## src/shared/pmu_pkg.sv

```systemverilog
// package for the power monitor unit register block
// assumes a 32-bit avalon-mm register bus with word addressing by byte offset
package pmu_pkg;
   // ----------------------------------------
   // register offsets (byte addresses)
   // ----------------------------------------
   localparam logic [7:0] OFS_POWER_CONTROL  = 8'h00;
   localparam logic [7:0] OFS_RETAINED_0     = 8'h04;
   localparam logic [7:0] OFS_RETAINED_1     = 8'h08;
   localparam logic [7:0] OFS_RETAINED_2     = 8'h0C;
   localparam logic [7:0] OFS_RETAINED_3     = 8'h10;
   localparam logic [7:0] OFS_RETAINED_WAKE  = 8'h14;
   localparam logic [7:0] OFS_IRQ_STATUS     = 8'h18;
   localparam logic [7:0] OFS_IRQ_MASK       = 8'h1C;
   // ----------------------------------------
   // field positions
   // ----------------------------------------
   localparam int BIT_DEEP_PD_EN       = 1;
   localparam int BIT_SLEEP_FLAG       = 8;
   localparam int BIT_DEEP_PD_FLAG     = 11;
   localparam int BIT_WAKE_HYS         = 10;
   localparam int RETAINED_LOW_BIT     = 11;
   localparam int BIT_IRQ_SLEEP        = 0;
   localparam int BIT_IRQ_DEEP_PD      = 1;
   localparam int NUM_IRQ              = 2;
   localparam int NUM_RETAINED         = 4;
   // ----------------------------------------
   // reset values and constants
   // ----------------------------------------
   localparam logic [31:0] RST_WORD    = 32'h0000_0000;
   localparam logic [31:0] UNMAPPED_RD = 32'h0000_0000;
   localparam logic [1:0]  RESP_OK     = 2'h0;
   localparam logic [1:0]  RESP_DECERR = 2'h3;
   // power modes: active and the two sleep entry kinds
   typedef enum logic [1:0] {
      PMU_ACTIVE   = 2'b00,
      PMU_SLEEP    = 2'b01,
      PMU_DEEP_PD  = 2'b10
   } pmu_mode_t;
endpackage

```

## src/pmu_retained_bank.sv

```systemverilog
// retained word bank, cleared only by the cold start reset
// assumes write strobes already decoded by the register slave
`timescale 1ns/1ps
module pmu_retained_bank
   import pmu_pkg::*;
#(
   parameter int N_WORDS = NUM_RETAINED
)(
   // clock and cold reset
   input  wire logic                   i_ref_clk,
   input  wire logic                   i_cold_rst,
   // write side
   input  wire logic [N_WORDS-1:0]     i_wr_en,
   input  wire logic [31:0]            i_wr_data,
   input  wire logic [3:0]             i_wr_be,
   // stored words
   output logic      [N_WORDS*32-1:0]  o_words
);
   initial begin
      if (N_WORDS < 1) begin
         $error("pmu_retained_bank needs at least one word");
      end
   end

   logic [31:0] word_ff [N_WORDS];
   logic [31:0] nxt_word [N_WORDS];

   // ----------------------------------------
   // per-word storage
   // ----------------------------------------
   for (genvar w = 0; w < N_WORDS; w++) begin : g_word
      always_comb begin
         nxt_word[w] = word_ff[w];
         for (int b = 0; b < 4; b++) begin
            if (i_wr_en[w] && i_wr_be[b]) begin
               nxt_word[w][b*8 +: 8] = i_wr_data[b*8 +: 8];
            end
         end
      end
      // only cold start clears, deep power-down wake does not
      always_ff @(posedge i_ref_clk or posedge i_cold_rst) begin
         if (i_cold_rst) begin
            word_ff[w] <= RST_WORD;
         end else begin
            word_ff[w] <= nxt_word[w];
         end
      end
      assign o_words[w*32 +: 32] = word_ff[w];
   end
endmodule

```

## src/pmu_ctrl_regs.sv

```systemverilog
// power monitor unit register block: sleep mode select, entry flags, retained words
// assumes cold start on i_sys_rst, wake-up reset from deep power-down on i_wake_rst
// Operation
// - enable bit 1 clear: wait-for-interrupt enters sleep, only core clock gated
// - enable bit 1 set: wait-for-interrupt enters deep power-down, core powered off
// - sleep flag bit 8 reads 1 after any sleep or deep power-down entry
// - writing 1 clears sleep flag, writing 0 leaves it
// - deep power-down flag bit 11 reads 1 after deep power-down entry
// - writing 1 clears deep power-down flag, writing 0 does nothing
// - four retained words survive deep power-down, cleared only by cold start
// - fifth word bits 31:11 retained likewise, cleared only by cold start
// - fifth word bit 10 enables wake pin hysteresis, resets to 0
//
// Decided for this implementation: register access over Avalon-MM.
`timescale 1ns/1ps
module pmu_ctrl_regs
   import pmu_pkg::*;
#(
   parameter int ADDR_W = 8
)(
   // clock and resets
   input  wire logic               i_ref_clk,
   input  wire logic               i_sys_rst,
   input  wire logic               i_wake_rst,
   // avalon-mm slave
   input  wire logic [ADDR_W-1:0]  i_avs_address,
   input  wire logic               i_avs_read,
   input  wire logic               i_avs_write,
   input  wire logic [31:0]        i_avs_writedata,
   input  wire logic [3:0]         i_avs_byteenable,
   output logic      [31:0]        o_avs_readdata,
   output logic      [1:0]         o_avs_response,
   output logic                    o_avs_waitrequest,
   // processor sleep handshake
   input  wire logic               i_wfi_req,
   output logic                    o_core_clk_gate,
   output logic                    o_core_power_off,
   // wake pin and interrupt
   output logic                    o_wake_pin_hys_en,
   output logic                    o_irq
);
   initial begin
      if (ADDR_W < 5) begin
         $error("pmu_ctrl_regs needs at least 5 address bits");
      end
   end

   // ----------------------------------------
   // bus handshake
   // ----------------------------------------
   // one wait cycle per access: request taken, then answered on the next edge
   logic        ack_ff;
   logic        nxt_ack;
   logic [31:0] rdata_ff;
   logic [31:0] nxt_rdata;
   logic [1:0]  resp_ff;
   logic [1:0]  nxt_resp;

   logic        req;
   logic        wr_do;
   logic [7:0]  ofs;
   logic        hit;
   logic [31:0] be_mask;

   assign req   = (i_avs_read || i_avs_write) && !ack_ff;
   assign wr_do = i_avs_write && !ack_ff;
   assign ofs   = 8'(i_avs_address);

   always_comb begin
      be_mask = '0;
      for (int b = 0; b < 4; b++) begin
         be_mask[b*8 +: 8] = {8{i_avs_byteenable[b]}};
      end
   end

   // ----------------------------------------
   // control and flag state
   // ----------------------------------------
   logic                deep_pd_en_ff;
   logic                nxt_deep_pd_en;
   logic                sleep_flag_ff;
   logic                nxt_sleep_flag;
   logic                deep_pd_flag_ff;
   logic                nxt_deep_pd_flag;
   logic [31:0]         wake_word_ff;
   logic [31:0]         nxt_wake_word;
   logic [NUM_IRQ-1:0]  irq_stat_ff;
   logic [NUM_IRQ-1:0]  nxt_irq_stat;
   logic [NUM_IRQ-1:0]  irq_mask_ff;
   logic [NUM_IRQ-1:0]  nxt_irq_mask;
   pmu_mode_t           mode_ff;
   pmu_mode_t           nxt_mode;
   logic                wfi_d_ff;
   logic                nxt_wfi_d;

   logic        wfi_rise;
   logic        wr_ctrl;
   logic [31:0] wd;

   assign wfi_rise = i_wfi_req && !wfi_d_ff;
   assign wr_ctrl  = wr_do && (ofs == OFS_POWER_CONTROL);
   assign wd       = i_avs_writedata & be_mask;

   // retained words 0..3 in the bank
   logic [NUM_RETAINED-1:0]    bank_wr;
   logic [NUM_RETAINED*32-1:0] bank_words;

   always_comb begin
      bank_wr = '0;
      if (wr_do) begin
         unique case (ofs)
            OFS_RETAINED_0: bank_wr[0] = 1'b1;
            OFS_RETAINED_1: bank_wr[1] = 1'b1;
            OFS_RETAINED_2: bank_wr[2] = 1'b1;
            OFS_RETAINED_3: bank_wr[3] = 1'b1;
            default:        bank_wr    = '0;
         endcase
      end
   end

   pmu_retained_bank #(
      .N_WORDS (NUM_RETAINED)
   ) u_bank (
      .i_ref_clk  (i_ref_clk),
      .i_cold_rst (i_sys_rst),
      .i_wr_en    (bank_wr),
      .i_wr_data  (i_avs_writedata),
      .i_wr_be    (i_avs_byteenable),
      .o_words    (bank_words)
   );

   // ----------------------------------------
   // mode select and flag update
   // ----------------------------------------
   always_comb begin
      nxt_deep_pd_en   = deep_pd_en_ff;
      nxt_sleep_flag   = sleep_flag_ff;
      nxt_deep_pd_flag = deep_pd_flag_ff;
      nxt_mode         = mode_ff;
      nxt_wfi_d        = i_wfi_req;
      if (wr_ctrl) begin
         if (i_avs_byteenable[0]) begin
            nxt_deep_pd_en = i_avs_writedata[BIT_DEEP_PD_EN];
         end
         if (wd[BIT_SLEEP_FLAG]) begin
            nxt_sleep_flag = 1'b0;
         end
         if (wd[BIT_DEEP_PD_FLAG]) begin
            nxt_deep_pd_flag = 1'b0;
         end
      end
      // wake ends any low power mode
      if (!i_wfi_req) begin
         nxt_mode = PMU_ACTIVE;
      end
      // set wins over a clear in the same cycle
      if (wfi_rise) begin
         nxt_sleep_flag = 1'b1;
         if (deep_pd_en_ff) begin
            nxt_mode         = PMU_DEEP_PD;
            nxt_deep_pd_flag = 1'b1;
         end else begin
            nxt_mode = PMU_SLEEP;
         end
      end
   end

   // flags survive the wake reset; only cold start clears them
   always_ff @(posedge i_ref_clk or posedge i_sys_rst) begin
      if (i_sys_rst) begin
         sleep_flag_ff   <= 1'b0;
         deep_pd_flag_ff <= 1'b0;
      end else begin
         sleep_flag_ff   <= nxt_sleep_flag;
         deep_pd_flag_ff <= nxt_deep_pd_flag;
      end
   end

   // enable and mode clear on either reset, core restarts after deep power-down
   always_ff @(posedge i_ref_clk or posedge i_sys_rst) begin
      if (i_sys_rst) begin
         deep_pd_en_ff <= 1'b0;
         mode_ff       <= PMU_ACTIVE;
         wfi_d_ff      <= 1'b0;
      end else if (i_wake_rst) begin
         deep_pd_en_ff <= 1'b0;
         mode_ff       <= PMU_ACTIVE;
         wfi_d_ff      <= 1'b0;
      end else begin
         deep_pd_en_ff <= nxt_deep_pd_en;
         mode_ff       <= nxt_mode;
         wfi_d_ff      <= nxt_wfi_d;
      end
   end

   // ----------------------------------------
   // fifth retained word
   // ----------------------------------------
   always_comb begin
      nxt_wake_word = wake_word_ff;
      if (wr_do && (ofs == OFS_RETAINED_WAKE)) begin
         // low reserved bits are never stored
         nxt_wake_word = (i_avs_writedata & be_mask) | (wake_word_ff & ~be_mask);
         nxt_wake_word[BIT_WAKE_HYS-1:0] = '0;
      end
   end

   always_ff @(posedge i_ref_clk or posedge i_sys_rst) begin
      if (i_sys_rst) begin
         wake_word_ff <= RST_WORD;
      end else begin
         wake_word_ff <= nxt_wake_word;
      end
   end

   // ----------------------------------------
   // interrupt status and mask
   // ----------------------------------------
   always_comb begin
      nxt_irq_stat = irq_stat_ff;
      nxt_irq_mask = irq_mask_ff;
      if (wr_do && (ofs == OFS_IRQ_STATUS)) begin
         nxt_irq_stat = irq_stat_ff & ~wd[NUM_IRQ-1:0];
      end
      if (wr_do && (ofs == OFS_IRQ_MASK)) begin
         nxt_irq_mask = wd[NUM_IRQ-1:0] | (irq_mask_ff & ~be_mask[NUM_IRQ-1:0]);
      end
      if (wfi_rise) begin
         nxt_irq_stat[BIT_IRQ_SLEEP] = 1'b1;
         if (deep_pd_en_ff) begin
            nxt_irq_stat[BIT_IRQ_DEEP_PD] = 1'b1;
         end
      end
   end

   always_ff @(posedge i_ref_clk or posedge i_sys_rst) begin
      if (i_sys_rst) begin
         irq_stat_ff <= '0;
         irq_mask_ff <= '0;
      end else begin
         irq_stat_ff <= nxt_irq_stat;
         irq_mask_ff <= nxt_irq_mask;
      end
   end

   // ----------------------------------------
   // read mux and answer
   // ----------------------------------------
   always_comb begin
      hit = 1'b1;
      unique case (ofs)
         OFS_POWER_CONTROL: begin
            nxt_rdata                   = '0;
            nxt_rdata[BIT_DEEP_PD_EN]   = deep_pd_en_ff;
            nxt_rdata[BIT_SLEEP_FLAG]   = sleep_flag_ff;
            nxt_rdata[BIT_DEEP_PD_FLAG] = deep_pd_flag_ff;
         end
         OFS_RETAINED_0:    nxt_rdata = bank_words[0*32 +: 32];
         OFS_RETAINED_1:    nxt_rdata = bank_words[1*32 +: 32];
         OFS_RETAINED_2:    nxt_rdata = bank_words[2*32 +: 32];
         OFS_RETAINED_3:    nxt_rdata = bank_words[3*32 +: 32];
         OFS_RETAINED_WAKE: nxt_rdata = wake_word_ff;
         OFS_IRQ_STATUS:    nxt_rdata = 32'(irq_stat_ff);
         OFS_IRQ_MASK:      nxt_rdata = 32'(irq_mask_ff);
         default: begin
            nxt_rdata = UNMAPPED_RD;
            hit       = 1'b0;
         end
      endcase
      nxt_ack  = req;
      nxt_resp = hit ? RESP_OK : RESP_DECERR;
      if (!req) begin
         nxt_rdata = rdata_ff;
         nxt_resp  = resp_ff;
      end
   end

   always_ff @(posedge i_ref_clk or posedge i_sys_rst) begin
      if (i_sys_rst) begin
         ack_ff   <= 1'b0;
         rdata_ff <= RST_WORD;
         resp_ff  <= RESP_OK;
      end else begin
         ack_ff   <= nxt_ack;
         rdata_ff <= nxt_rdata;
         resp_ff  <= nxt_resp;
      end
   end

   // ----------------------------------------
   // registered outputs
   // ----------------------------------------
   logic core_gate_ff;
   logic core_off_ff;
   logic hys_ff;
   logic irq_ff;

   always_ff @(posedge i_ref_clk or posedge i_sys_rst) begin
      if (i_sys_rst) begin
         core_gate_ff <= 1'b0;
         core_off_ff  <= 1'b0;
         hys_ff       <= 1'b0;
         irq_ff       <= 1'b0;
      end else begin
         core_gate_ff <= (nxt_mode == PMU_SLEEP);
         core_off_ff  <= (nxt_mode == PMU_DEEP_PD);
         hys_ff       <= nxt_wake_word[BIT_WAKE_HYS];
         irq_ff       <= |(nxt_irq_stat & nxt_irq_mask);
      end
   end

   // waitrequest low only in the answer cycle
   assign o_avs_waitrequest = !ack_ff;
   assign o_avs_readdata    = rdata_ff;
   assign o_avs_response    = resp_ff;
   assign o_core_clk_gate   = core_gate_ff;
   assign o_core_power_off  = core_off_ff;
   assign o_wake_pin_hys_en = hys_ff;
   assign o_irq             = irq_ff;
endmodule

```

## config.mk

```make
export PLATFORM = sky130hd
export DESIGN_NAME = pmu_ctrl_regs
export DESIGN_NICKNAME = d
export VERILOG_FILES = /design/src/shared/pmu_pkg.sv /design/src/pmu_retained_bank.sv /design/src/pmu_ctrl_regs.sv
export SDC_FILE = /design/constraint.sdc
export NUM_CORES = 1
export LEC_CHECK = 0
export BUFFER_PORTS_ARGS = -buffer_cell sky130_fd_sc_hd__clkbuf_2
export CORE_MARGIN = 10
export CORE_UTILIZATION = 35
export DETAILED_ROUTE_END_ITERATION = 6
export PLACE_DENSITY_LB_ADDON = 0.1
export SYNTH_ARGS = -nofsm -noshare
export SYNTH_HDL_FRONTEND = slang
export SYNTH_SLANG_ARGS = --single-unit
```

## constraint.sdc

```tcl
create_clock -name i_ref_clk -period 10.8 [get_ports i_ref_clk]
set_input_delay 1.08 -clock i_ref_clk [delete_from_list [all_inputs] [get_ports i_ref_clk]]
set_output_delay 1.08 -clock i_ref_clk [all_outputs]
set_load 0.1 [all_outputs]
```

==> results.md, run 1 <==
* Worst r2r src: ack_ff
* Remaining global-route overflow at 0
* Fin. Hold Viols at 0
* Die area at ~32000 µm²
* Die X at 177.7 µm
* Timing endpoint of the critical path: u_bank.o_words[2]
* CTS Buf Count at 17
* Num rows at 57
* Seq/Total Area, Yosys at 0.5664
* Power share of the sequential group at 0.486
* Post-synth EDFFs at 0
* Antenna cells at 0
* Worst path cell trace: buf_2, buf_4, nor2b_1, and3_1, buf_4, nand2_2, mux2_2
* Drt total wl at about 22 mm
* Clock power share at 0.440
* Switching part of the total at 0.2445
* Synthesized net count at 686
* Part of the power in combinational logic at 0.073
* Max Cap Viol at 0
* CTS tree: built
* Fillcell total at ~2300
* Final Skew at ~0.0076 ns
* Initial drt markers at between 300 and 400
* Port Buf Inserts at 88
* Min cycle time layout at between 3 and 4 ns
* Clk sinks at just under 200
* Setup bufs post-CTS at 0
* CTS hold repair buffers at 0
* CP max stage cell: buf_4
* Main synth FF type: dfrtp_1
* I/O pin count at slightly below 90
* WL per Instance at between 20 and 25 µm
* Post-route DRC at 0
* Fmax at 267.7 MHz
* Syn Inst Count at between 600 and 700
* Synth top area share at 0.5664
* Clock Path Buffers at 2
* Post-CTS sizing at 0
* Mean post-synth cell area at approximately 14 µm²
* RSZ-0062 raised after global routing: false
* Most Frequent Cell on Critical Path: buf_4
* Hpwl dp at between 15 and 20 mm
* Area delta synth->final at 15.84%
* Clock Latency Late Sink at 0.43 ns
* Routed Antenna Nets at 0
* Max-slew headroom at 0.2612
* CP startpoint kind: primary input
* Slew @ Worst Pin at ~1.1 ns
* Max-slew violation count at 0
* WP data arrival at 4.05 ns
* Ys Warns at 0
* Flops & latches, synth at 197
* Critical path type: primary input to register
* Layout cells sized above 1 at 0.4077
* Core area at ~24000 µm²
* Synthesized area at around 8700 µm²
* Gr usage total at 0.1464
* CP max FO at 55
* Initial Util at 0.3568
* Number of vias per cell at roughly 5.3
* Outcome: finished, final reports clean
* Reg2reg path depth at 4
* Setup TNS at 0 ns
* Register-to-register path setup slack at around 8.5 ns
* Crit end category: register
* R2R Path End: u_bank.o_words[41]
* WP data required at approximately 11 ns
* Initial antenna violation count at 0
* Static leakage at around 5 nW
* Post-synth top cells: 197 x dfrtp_1, 151 x mux2_2, 39 x mux2i_1
* CTS clock-pin slew for the worst setup and hold paths at 0.07 ns
* Leading area contributor after synthesis: dfrtp_1
* Pint at between 1 and 1.5 mW
* Crit share post-route at 0.3459
* Die H at approximately 180 µm
* First-pass GRT wire length at 35.71 mm
* Design Area, Final at about 10000 µm²
* Routability cong. at between 0.7 and 0.8
* Via count at around 5600
* Top-count cell post-synth: dfrtp_1
* Fin nets at between 700 and 800
* Largest cells by area after synthesis: dfrtp_1 57%, mux2_2 20%, mux2i_1 4.5%
* Vias in the first global route at just over 6000
* H-tree depth at 4
* Crit. Startpoint: i_avs_address[2]
* Largest net degree at the start of global routing at approximately 130
* Unique masters post-synth at 49
* Net switching power at 0.3812 mW
* Final-report setup violation count at 0
* CTS Root Cell: clkbuf_16
* Min-delay worst type: register to register
* DR pass1 iterations at 4
* Cell Pwr Density at 154.7 nW/µm²
* Peak VDD IR at between 0.08 and 0.09 mV
* Async S/R FF share, synth at 1.000
* Worst path max stage delay at roughly 0.76 ns
* Placed Area at approximately 9400 µm²
-- cell families (layout without fill, tap and decap cells) --
| kind of cell | after synthesis | after routing | share of synthesized area |
|---|---|---|---|
| buf+inv | 43 | 133 | 0.02243 |
| mux | 196 | 196 | 0.2532 |
| simple gates | 105 | 105 | 0.07001 |
| compound gates | 95 | 95 | 0.08798 |
| flops | 197 | 197 | 0.5664 |
-- cell type report --
cell class	count	area, µm²	share of cell area
Clock buffer	18	439.2	0.04356
Clock inverter	14	196.4	0.01948
Inverter	8	37.54	0.003723
Multi-Input combinational cell	396	3596	0.3567
Sequential cell	197	4930	0.4890
Tap cell	324	405.4	0.04021
Timing Repair Buffer	93	478.0	0.04741
-- critical path, delay by kind of cell --
family,cells,cell delay [ns]
buffers and inverters,3,1.16
multiplexers,1,0.32
AND/OR/NAND/NOR,3,1.46
-- power groups by stage --
stage / clock [mW] / sequential [mW] / combinational [mW]
2_1_floorplan: 0 / 0.789 / 0.0570
3_3_place_gp: 0 / 0.772 / 0.115
3_5_place_dp: 0 / 0.773 / 0.117
4_1_cts: 0.706 / 0.758 / 0.117
5_1_grt: 0.736 / 0.760 / 0.125
6_report: 0.686 / 0.758 / 0.115
-- cell usage in the layout (no fill, tap or decap), drive strengths merged, types with 3 or more instances in the layout --
cell type and n:
nor2b 4, mux2i 39, o21ai 7, dfrtp 197
a32oi 7, o31ai 4, bufinv 4, a22oi 7
and3 3, nor3 21, mux4 4, or3 4
mux2 153, and2 7, nand3 10, o22ai 6
clkinv 3, nand4 4, buf 6, a221o 17
o2bb2ai 15, clkbuf 105, nand2 28, a22o 16
a21oi 6, nor2 12, inv 13
-- how the worst min path moves through the flow --
stage / from / to / slack (ns) / cells after the start
floorplan: sleep_flag_ff / sleep_flag_ff / 0.45 / 1
global placement: o_avs_readdata[1] / o_avs_readdata[1] / 0.47 / 2
detailed placement: o_avs_readdata[1] / o_avs_readdata[1] / 0.47 / 2
CTS: o_avs_readdata[1] / o_avs_readdata[1] / 0.49 / 2
global route: u_bank.o_words[53] / u_bank.o_words[53] / 0.51 / 1
finish: o_avs_readdata[1] / o_avs_readdata[1] / 0.48 / 2
-- routing by layer --
layer,part of all wire,track usage,up-vias
met2,0.50,0.2482,111
met1,0.45,0.1845,2934
met5,0,0,-
li1,-,-,2548
met4,0.0078,0.03578,0
met3,0.044,0.03464,11
-- per-stage QoR --
stage	hold WS, ns	util	setup slack [ns]	power (mW)	instances
after floorplan	0.4451	-	4.351	0.8465	636
after global placement	0.4687	0.3873	6.675	0.8869	1018
after detailed placement	0.4704	0.3873	6.559	0.8900	1018
after CTS	0.4864	0.4134	7.008	1.582	1050
after global routing	0.5138	0.4134	6.887	1.621	1050
final	0.4818	0.4134	7.064	1.559	1050
No activity file was read; power rests on OpenSTA's default activity.
==> run 2: changes to the inputs <==
--- a/config.mk
+++ b/config.mk
@@ -5,6 +5,7 @@
 export SDC_FILE = /design/constraint.sdc
 export NUM_CORES = 1
 export LEC_CHECK = 0
+export ABC_AREA = 1
 export BUFFER_PORTS_ARGS = -buffer_cell sky130_fd_sc_hd__clkbuf_2
 export CORE_MARGIN = 10
 export CORE_UTILIZATION = 35
==> constraint.sdc (replaced) <==
create_clock -name i_ref_clk -period 3.1 [get_ports i_ref_clk]
set_input_delay 0.31 -clock i_ref_clk [delete_from_list [all_inputs] [get_ports i_ref_clk]]
set_output_delay 0.31 -clock i_ref_clk [all_outputs]
set_load 0.1 [all_outputs]
==> run 2 against run 1 <==
Net effect: die area up 5.2%; final cell count grew 37%; cell area up 4.3%; sequential power rose to 3.5 times the previous value; first-iteration DRC count up 33%; utilization down 0.87 points.
==> results.md, run 2 <==
* Outcome: finished, final reports clean
* Initial drt markers at between 400 and 500
* Static leakage at between 5 and 6 nW
* I/O pin count at 89
* Mean post-synth cell area at 9.060 µm²
* Clock Path Buffers at 2
* Post-synth EDFFs at 0
* Largest cells by area after synthesis: dfrtp_1 54%, nand2_1 11%, o21ai_2 8.9%
* Core area at ~26000 µm²
* Non-filler cells, final at between 1000 and 1500
* Max-slew violation count at 0
* Slew @ Worst Pin at 0.8814 ns
* CTS Buf Count at 17
* Max-slew headroom at 0.4112
* Die H at between 150 and 200 µm
* Fin nets at roughly 1100
* Drt total wl at between 20 and 30 mm
* Final-report setup violation count at 0
* Clock Latency Late Sink at 0.43 ns
* Final Skew at around 0.008 ns
* Fmax at around 530 MHz
* WP data arrival at approximately 2.2 ns
* Hold WS at approximately 0.042 ns
* Placed Instances at around 1400
* CP max FO at 12
* Crit share post-route at 0.6109
* Hpwl dp at between 15 and 20 mm
* Initial Util at 0.3546
* Fin. Hold Viols at 0
* Post-route DRC at 0
* Cell Pwr Density at ~490 nW/µm²
* Syn Inst Count at about 1000
* H-tree depth at 4
* Largest net degree at the start of global routing at 66
* Area delta synth->final at 14.11%
* Async S/R FF share, synth at 1.000
* Vias in the first global route at around 7300
* Gr usage total at 0.1584
* Post-CTS sizing at 0
* CTS Root Cell: clkbuf_16
* Via count at 7000
* Die area at approximately 33000 µm²
* CTS hold repair buffers at 0
* Final Total Pwr at 5.140 mW
* CP startpoint kind: register
* RSZ-0062 raised after global routing: false
* Top-count cell post-synth: nand2_1
* CTS tree: built
* Die X at 182.3 µm
* Port Buf Inserts at slightly below 90
* Num rows at 59
* Min-delay worst type: primary input to async pin
* Setup TNS at 0 ns
* WP data required at ~3.4 ns
* Routability cong. at roughly 0.77
* Seq/Total Area, Yosys at 0.5350
* Setup bufs post-CTS at 0
* Synthesized net count at approximately 1100
* Layout cells sized above 1 at 0.2498
* Critical path type: register to register
* Post-synth top cells: 264 x nand2_1, 197 x dfrtp_1, 157 x nand3_1
* Clk sinks at between 150 and 200
* Leading area contributor after synthesis: dfrtp_1
* Core Util, Final at 0.4046
* Main synth FF type: dfrtp_1
* Synth top area share at 0.5350
* Peak VDD IR at 0.2602 mV
* Max Cap Viol at 0
* First-pass GRT wire length at 41.93 mm
* Number of vias per cell at 4.871
* Commonest non-fill, non-tap cell in the layout: nand2_1
* Remaining global-route overflow at 0
* Min cycle time layout at ~1.9 ns
* Commonest cells after routing, fill and taps aside: 264 x nand2_1, 197 x dfrtp_1, 157 x nand3_1
* Ys Warns at 0
* Synthesized area at 9214 µm²
* WL per Instance at ~18 µm
* DR pass1 iterations at 5
* CTS clock-pin slew for the worst setup and hold paths at about 0.07 ns
* Unique masters post-synth at 26
* Routed Antenna Nets at 0
* Flops & latches, synth at 197
* Initial antenna violation count at 2
* Crit end category: register
==> run 2: cell types whose count changed in the layout (fill, tap and decap cells not counted), sizes merged, moves of 16 or more <==
| cell | change |
|---|---|
| nor3 | -21 |
| a22o | -16 |
| nand2 | +261 |
| a221o | -17 |
| mux2 | -153 |
| mux2i | -39 |
| o21ai | +194 |
| nand3 | +149 |
| inv | +62 |
==> run 2: cell families after synthesis <==
group,Yosys count,share of synthesized area
compound gates,205,0.1505
buf+inv,131,0.06844
flops,197,0.5350
simple gates,484,0.2461
==> run 2: path summary, 6_finish.rpt <==
| path | cells after the start | start | endpoint | slack [ns] |
|---|---|---|---|---|
| worst min register to register | 2 | o_avs_readdata[2] | o_avs_readdata[2] | 0.48 |
| min in group i_ref_clk | 2 | i_wake_rst | mode_ff[0] | 0.10 |
| worst max-delay path | 6 | ack_ff | register | 1.21 |
| max in group asynchronous | 3 | i_sys_rst | async pin | 2.26 |
| worst min-delay path | 2 | i_sys_rst | o_avs_readdata[28] | 0.04 |
| worst max register to register | 6 | ack_ff | register | 1.21 |
==> run 2: final cells by class <==
| class | count | area [µm²] |
|---|---|---|
| flip-flops and latches | 197 | 4930 |
| well taps | 335 | 419.2 |
| multi-input cells | 689 | 3670 |
| diodes | 1 | 2.502 |
| repair buffers | 107 | 645.6 |
| clock inverters | 9 | 70.07 |
| inverters | 76 | 289.0 |
| clock buffers | 23 | 488.0 |
| fillers | 2707 | 15470 |
==> run 2: routing by layer <==
layer	vias up	GRT usage	wire [µm]
met3	15	0.03422	998
li1	3517	-	-
met1	3348	0.2110	12250
met2	118	0.2573	12060
met4	2	0.03612	172
met5	-	0	11
==> run 2: metrics by stage <==
stage	setup slack (ns)	area, µm²
floorplan	0.2436	9218
global placement	1.011	9953
detailed placement	0.9832	9953
CTS	1.167	10510
global route	0.9837	10510
finish	1.206	10510
==> run 2: worst max-delay path, stage by stage (launching register included) <==
cell and delay (ns):
dfrtp_1 0.36, inv_1 0.15, nand2_4 0.18, inv_1 0.29, nand3_1 0.49, nand2_1 0.18, o21ai_1 0.09
==> run 2: report_power, final <==
part / leakage, nW / internal [mW] / switching, mW / total (mW)
clock network: 0.262 / 1.12 / 0.995 / 2.12
registers: 2.71 / 2.61 / 0.0225 / 2.63
logic: 2.24 / 0.0885 / 0.302 / 0.390
==> run 3: changes to the inputs <==
==> constraint.sdc (replaced) <==
create_clock -name i_ref_clk -period 1.83 [get_ports i_ref_clk]
set_input_delay 0.183 -clock i_ref_clk [delete_from_list [all_inputs] [get_ports i_ref_clk]]
set_output_delay 0.183 -clock i_ref_clk [all_outputs]
set_load 0.1 [all_outputs]
==> run 3 against run 2 <==
Net effect: hold slack improved by 0.013 ns; combinational power rose by 71%; final cell count rose by 0.70%; worst setup slack got worse by 1.0 ns; flip-flop and latch count unchanged; sequential power is 70% higher; cell area up 1.4%; clock power grew 80%; global-route usage fell by 0.80 points; critical path type is now register to output port.
==> results.md, run 3 (synthesized netlist as in run 2, its figures left out) <==
* Placed Area at approximately 10000 µm²
* Min cycle time layout at 1.646 ns
* Slew @ Worst Pin at 0.5867 ns
* Crit share post-route at 0.8993
* Power share of the sequential group at 0.499
* CP bufs+invs at 2
* Pint at between 6 and 7 mW
* H-tree depth at 4
* Routed Antenna Nets at 0
* Register-to-register path setup slack at about 0.26 ns
* Post-CTS sizing at 0
* Crit end category: output port
* WP data arrival at about 1.5 ns
* Via count at between 7000 and 8000
* Core Util, Final at 0.4103
* Clock power share at 0.426
* Switching part of the total at 0.2674
* Critical path type: register to output port
* Core area at between 20000 and 30000 µm²
* Initial antenna violation count at 0
* WL per Instance at 16.82 µm
* Hpwl dp at between 15 and 20 mm
* CP startpoint kind: register
* Final Total Pwr at a little under 9 mW
* Net switching power at roughly 2.4 mW
* Remaining global-route overflow at 0
* Max-slew headroom at 0.6089
* Worst path max stage delay at between 0.4 and 0.5 ns
* Worst path cell trace: clkinvlp_4, clkbuf_2
* Clock Path Buffers at 2
* Vias in the first global route at a little over 7000
* Cell Pwr Density at approximately 840 nW/µm²
* CTS clock-pin slew for the worst setup and hold paths at approximately 0.08 ns
* Family with the most delay on the worst path: buffers and inverters
* Min-delay worst type: primary input to register
* PnR worst setup slack at between 0.15 and 0.2 ns
* Commonest cells after routing, fill and taps aside: 263 x nand2_1, 197 x dfrtp_1, 156 x nand3_1
* Fillcell total at 2694
* Die X at about 180 µm
* Port Buf Inserts at 88
* Peak VDD IR at a little under 0.5 mV
* Non-filler cells, final at between 1000 and 1500
* Gr usage total at 0.1504
* Number of vias per cell at 4.841
* Layout cells sized above 1 at 0.2599
* Max-slew violation count at 0
* Fin. Hold Viols at 0
* Clock Latency Late Sink at roughly 0.44 ns
* Static leakage at 5.270 nW
* Placed Instances at 1412
* Fmax at 607.7 MHz
* CP max FO at 3
* Commonest non-fill, non-tap cell in the layout: nand2_1
* Initial drt markers at ~500
* Fin nets at around 1100
* Die H at 182.3 µm
* I/O pin count at slightly below 90
* CTS Root Cell: clkbuf_16
* CP max stage cell: clkbuf_2
* Clk sinks at 197
* Initial Util at 0.3546
* CTS tree: built
* CTS Buf Count at 17
* Hold WS at around 0.055 ns
* Num rows at a little under 60
* Max Cap Viol at 0
* Post-route DRC at 0
* WP data required at ~1.7 ns
* Final Skew at roughly 0.012 ns
* Die area at about 33000 µm²
* Area delta synth->final at 15.71%
* RSZ-0062 raised after global routing: false
* Worst slack, placed at 0.08768 ns
* Outcome: finished, final reports clean
* Antenna cells at 0
* Routability cong. at ~0.78
* Setup TNS at 0 ns
* DR pass1 iterations at 5
* Largest net degree at the start of global routing at 71
* Drt total wl at 24.33 mm
* Part of the power in combinational logic at 0.074
* First-pass GRT wire length at 39.94 mm
* Final-report setup violation count at 0
* Design Area, Final at around 11000 µm²
==> run 3: cell count changes in the layout (fill, tap and decap cells not counted), sizes merged, moves of 3 or more <==
| cell | delta |
|---|---|
| inv | +6 |
| dlygate4sd3 | +3 |
| clkbuf | -5 |
| clkinv | -3 |
| buf | +8 |
==> run 3: power groups by stage <==
| stage | sequential, mW | combinational [mW] | clock [mW] |
|---|---|---|---|
| CTS | 4.46 | 0.687 | 3.90 |
| global route | 4.47 | 0.743 | 4.08 |
| global placement | 4.55 | 0.681 | 0 |
| floorplan | 4.58 | 0.374 | 0 |
| finish | 4.46 | 0.665 | 3.81 |
| detailed placement | 4.55 | 0.682 | 0 |
==> run 3: area by class of cell <==
type / count / area (µm²) / share of cell area
Clock buffer: 18 / 439.2 / 0.04119
Clock inverter: 14 / 140.1 / 0.01314
Inverter: 76 / 296.5 / 0.02781
Multi-Input combinational cell: 689 / 3701 / 0.3471
Sequential cell: 197 / 4930 / 0.4624
Tap cell: 335 / 419.2 / 0.03931
Timing Repair Buffer: 118 / 735.7 / 0.06901
==> run 3: tightest hold or removal path, stage by stage <==
cell and delay (ns):
clkbuf_2 0.11, nand3_1 0.08, nand2_1 0.07
==> run 3: metal layers <==
metal,up-vias,routed length [µm],part of all wire,track usage
li1,3534,-,-,-
met1,3338,11610,0.48,0.2018
met2,120,11590,0.48,0.2452
met3,13,934,0.038,0.02730
met4,0,203,0.0083,0.03742
met5,-,0,0,0
==> run 3: path summary, 6_finish.rpt <==
check | from | end | cells after the start
worst max-delay path | ack_ff | o_avs_waitrequest | 2
worst min-delay path | i_avs_writedata[1] | irq_mask_ff[1] | 3
worst max register to register | ack_ff | register | 6
worst min register to register | o_avs_readdata[11] | o_avs_readdata[11] | 2
max in group asynchronous | i_sys_rst | u_bank.o_words[103] | 4
min in group asynchronous | i_sys_rst | async pin | 3
==> run 3: repair_timing <==
action,CTS,global route
setup buffers,0,0
hold endpoints to repair,157,0
hold buffers,3,0
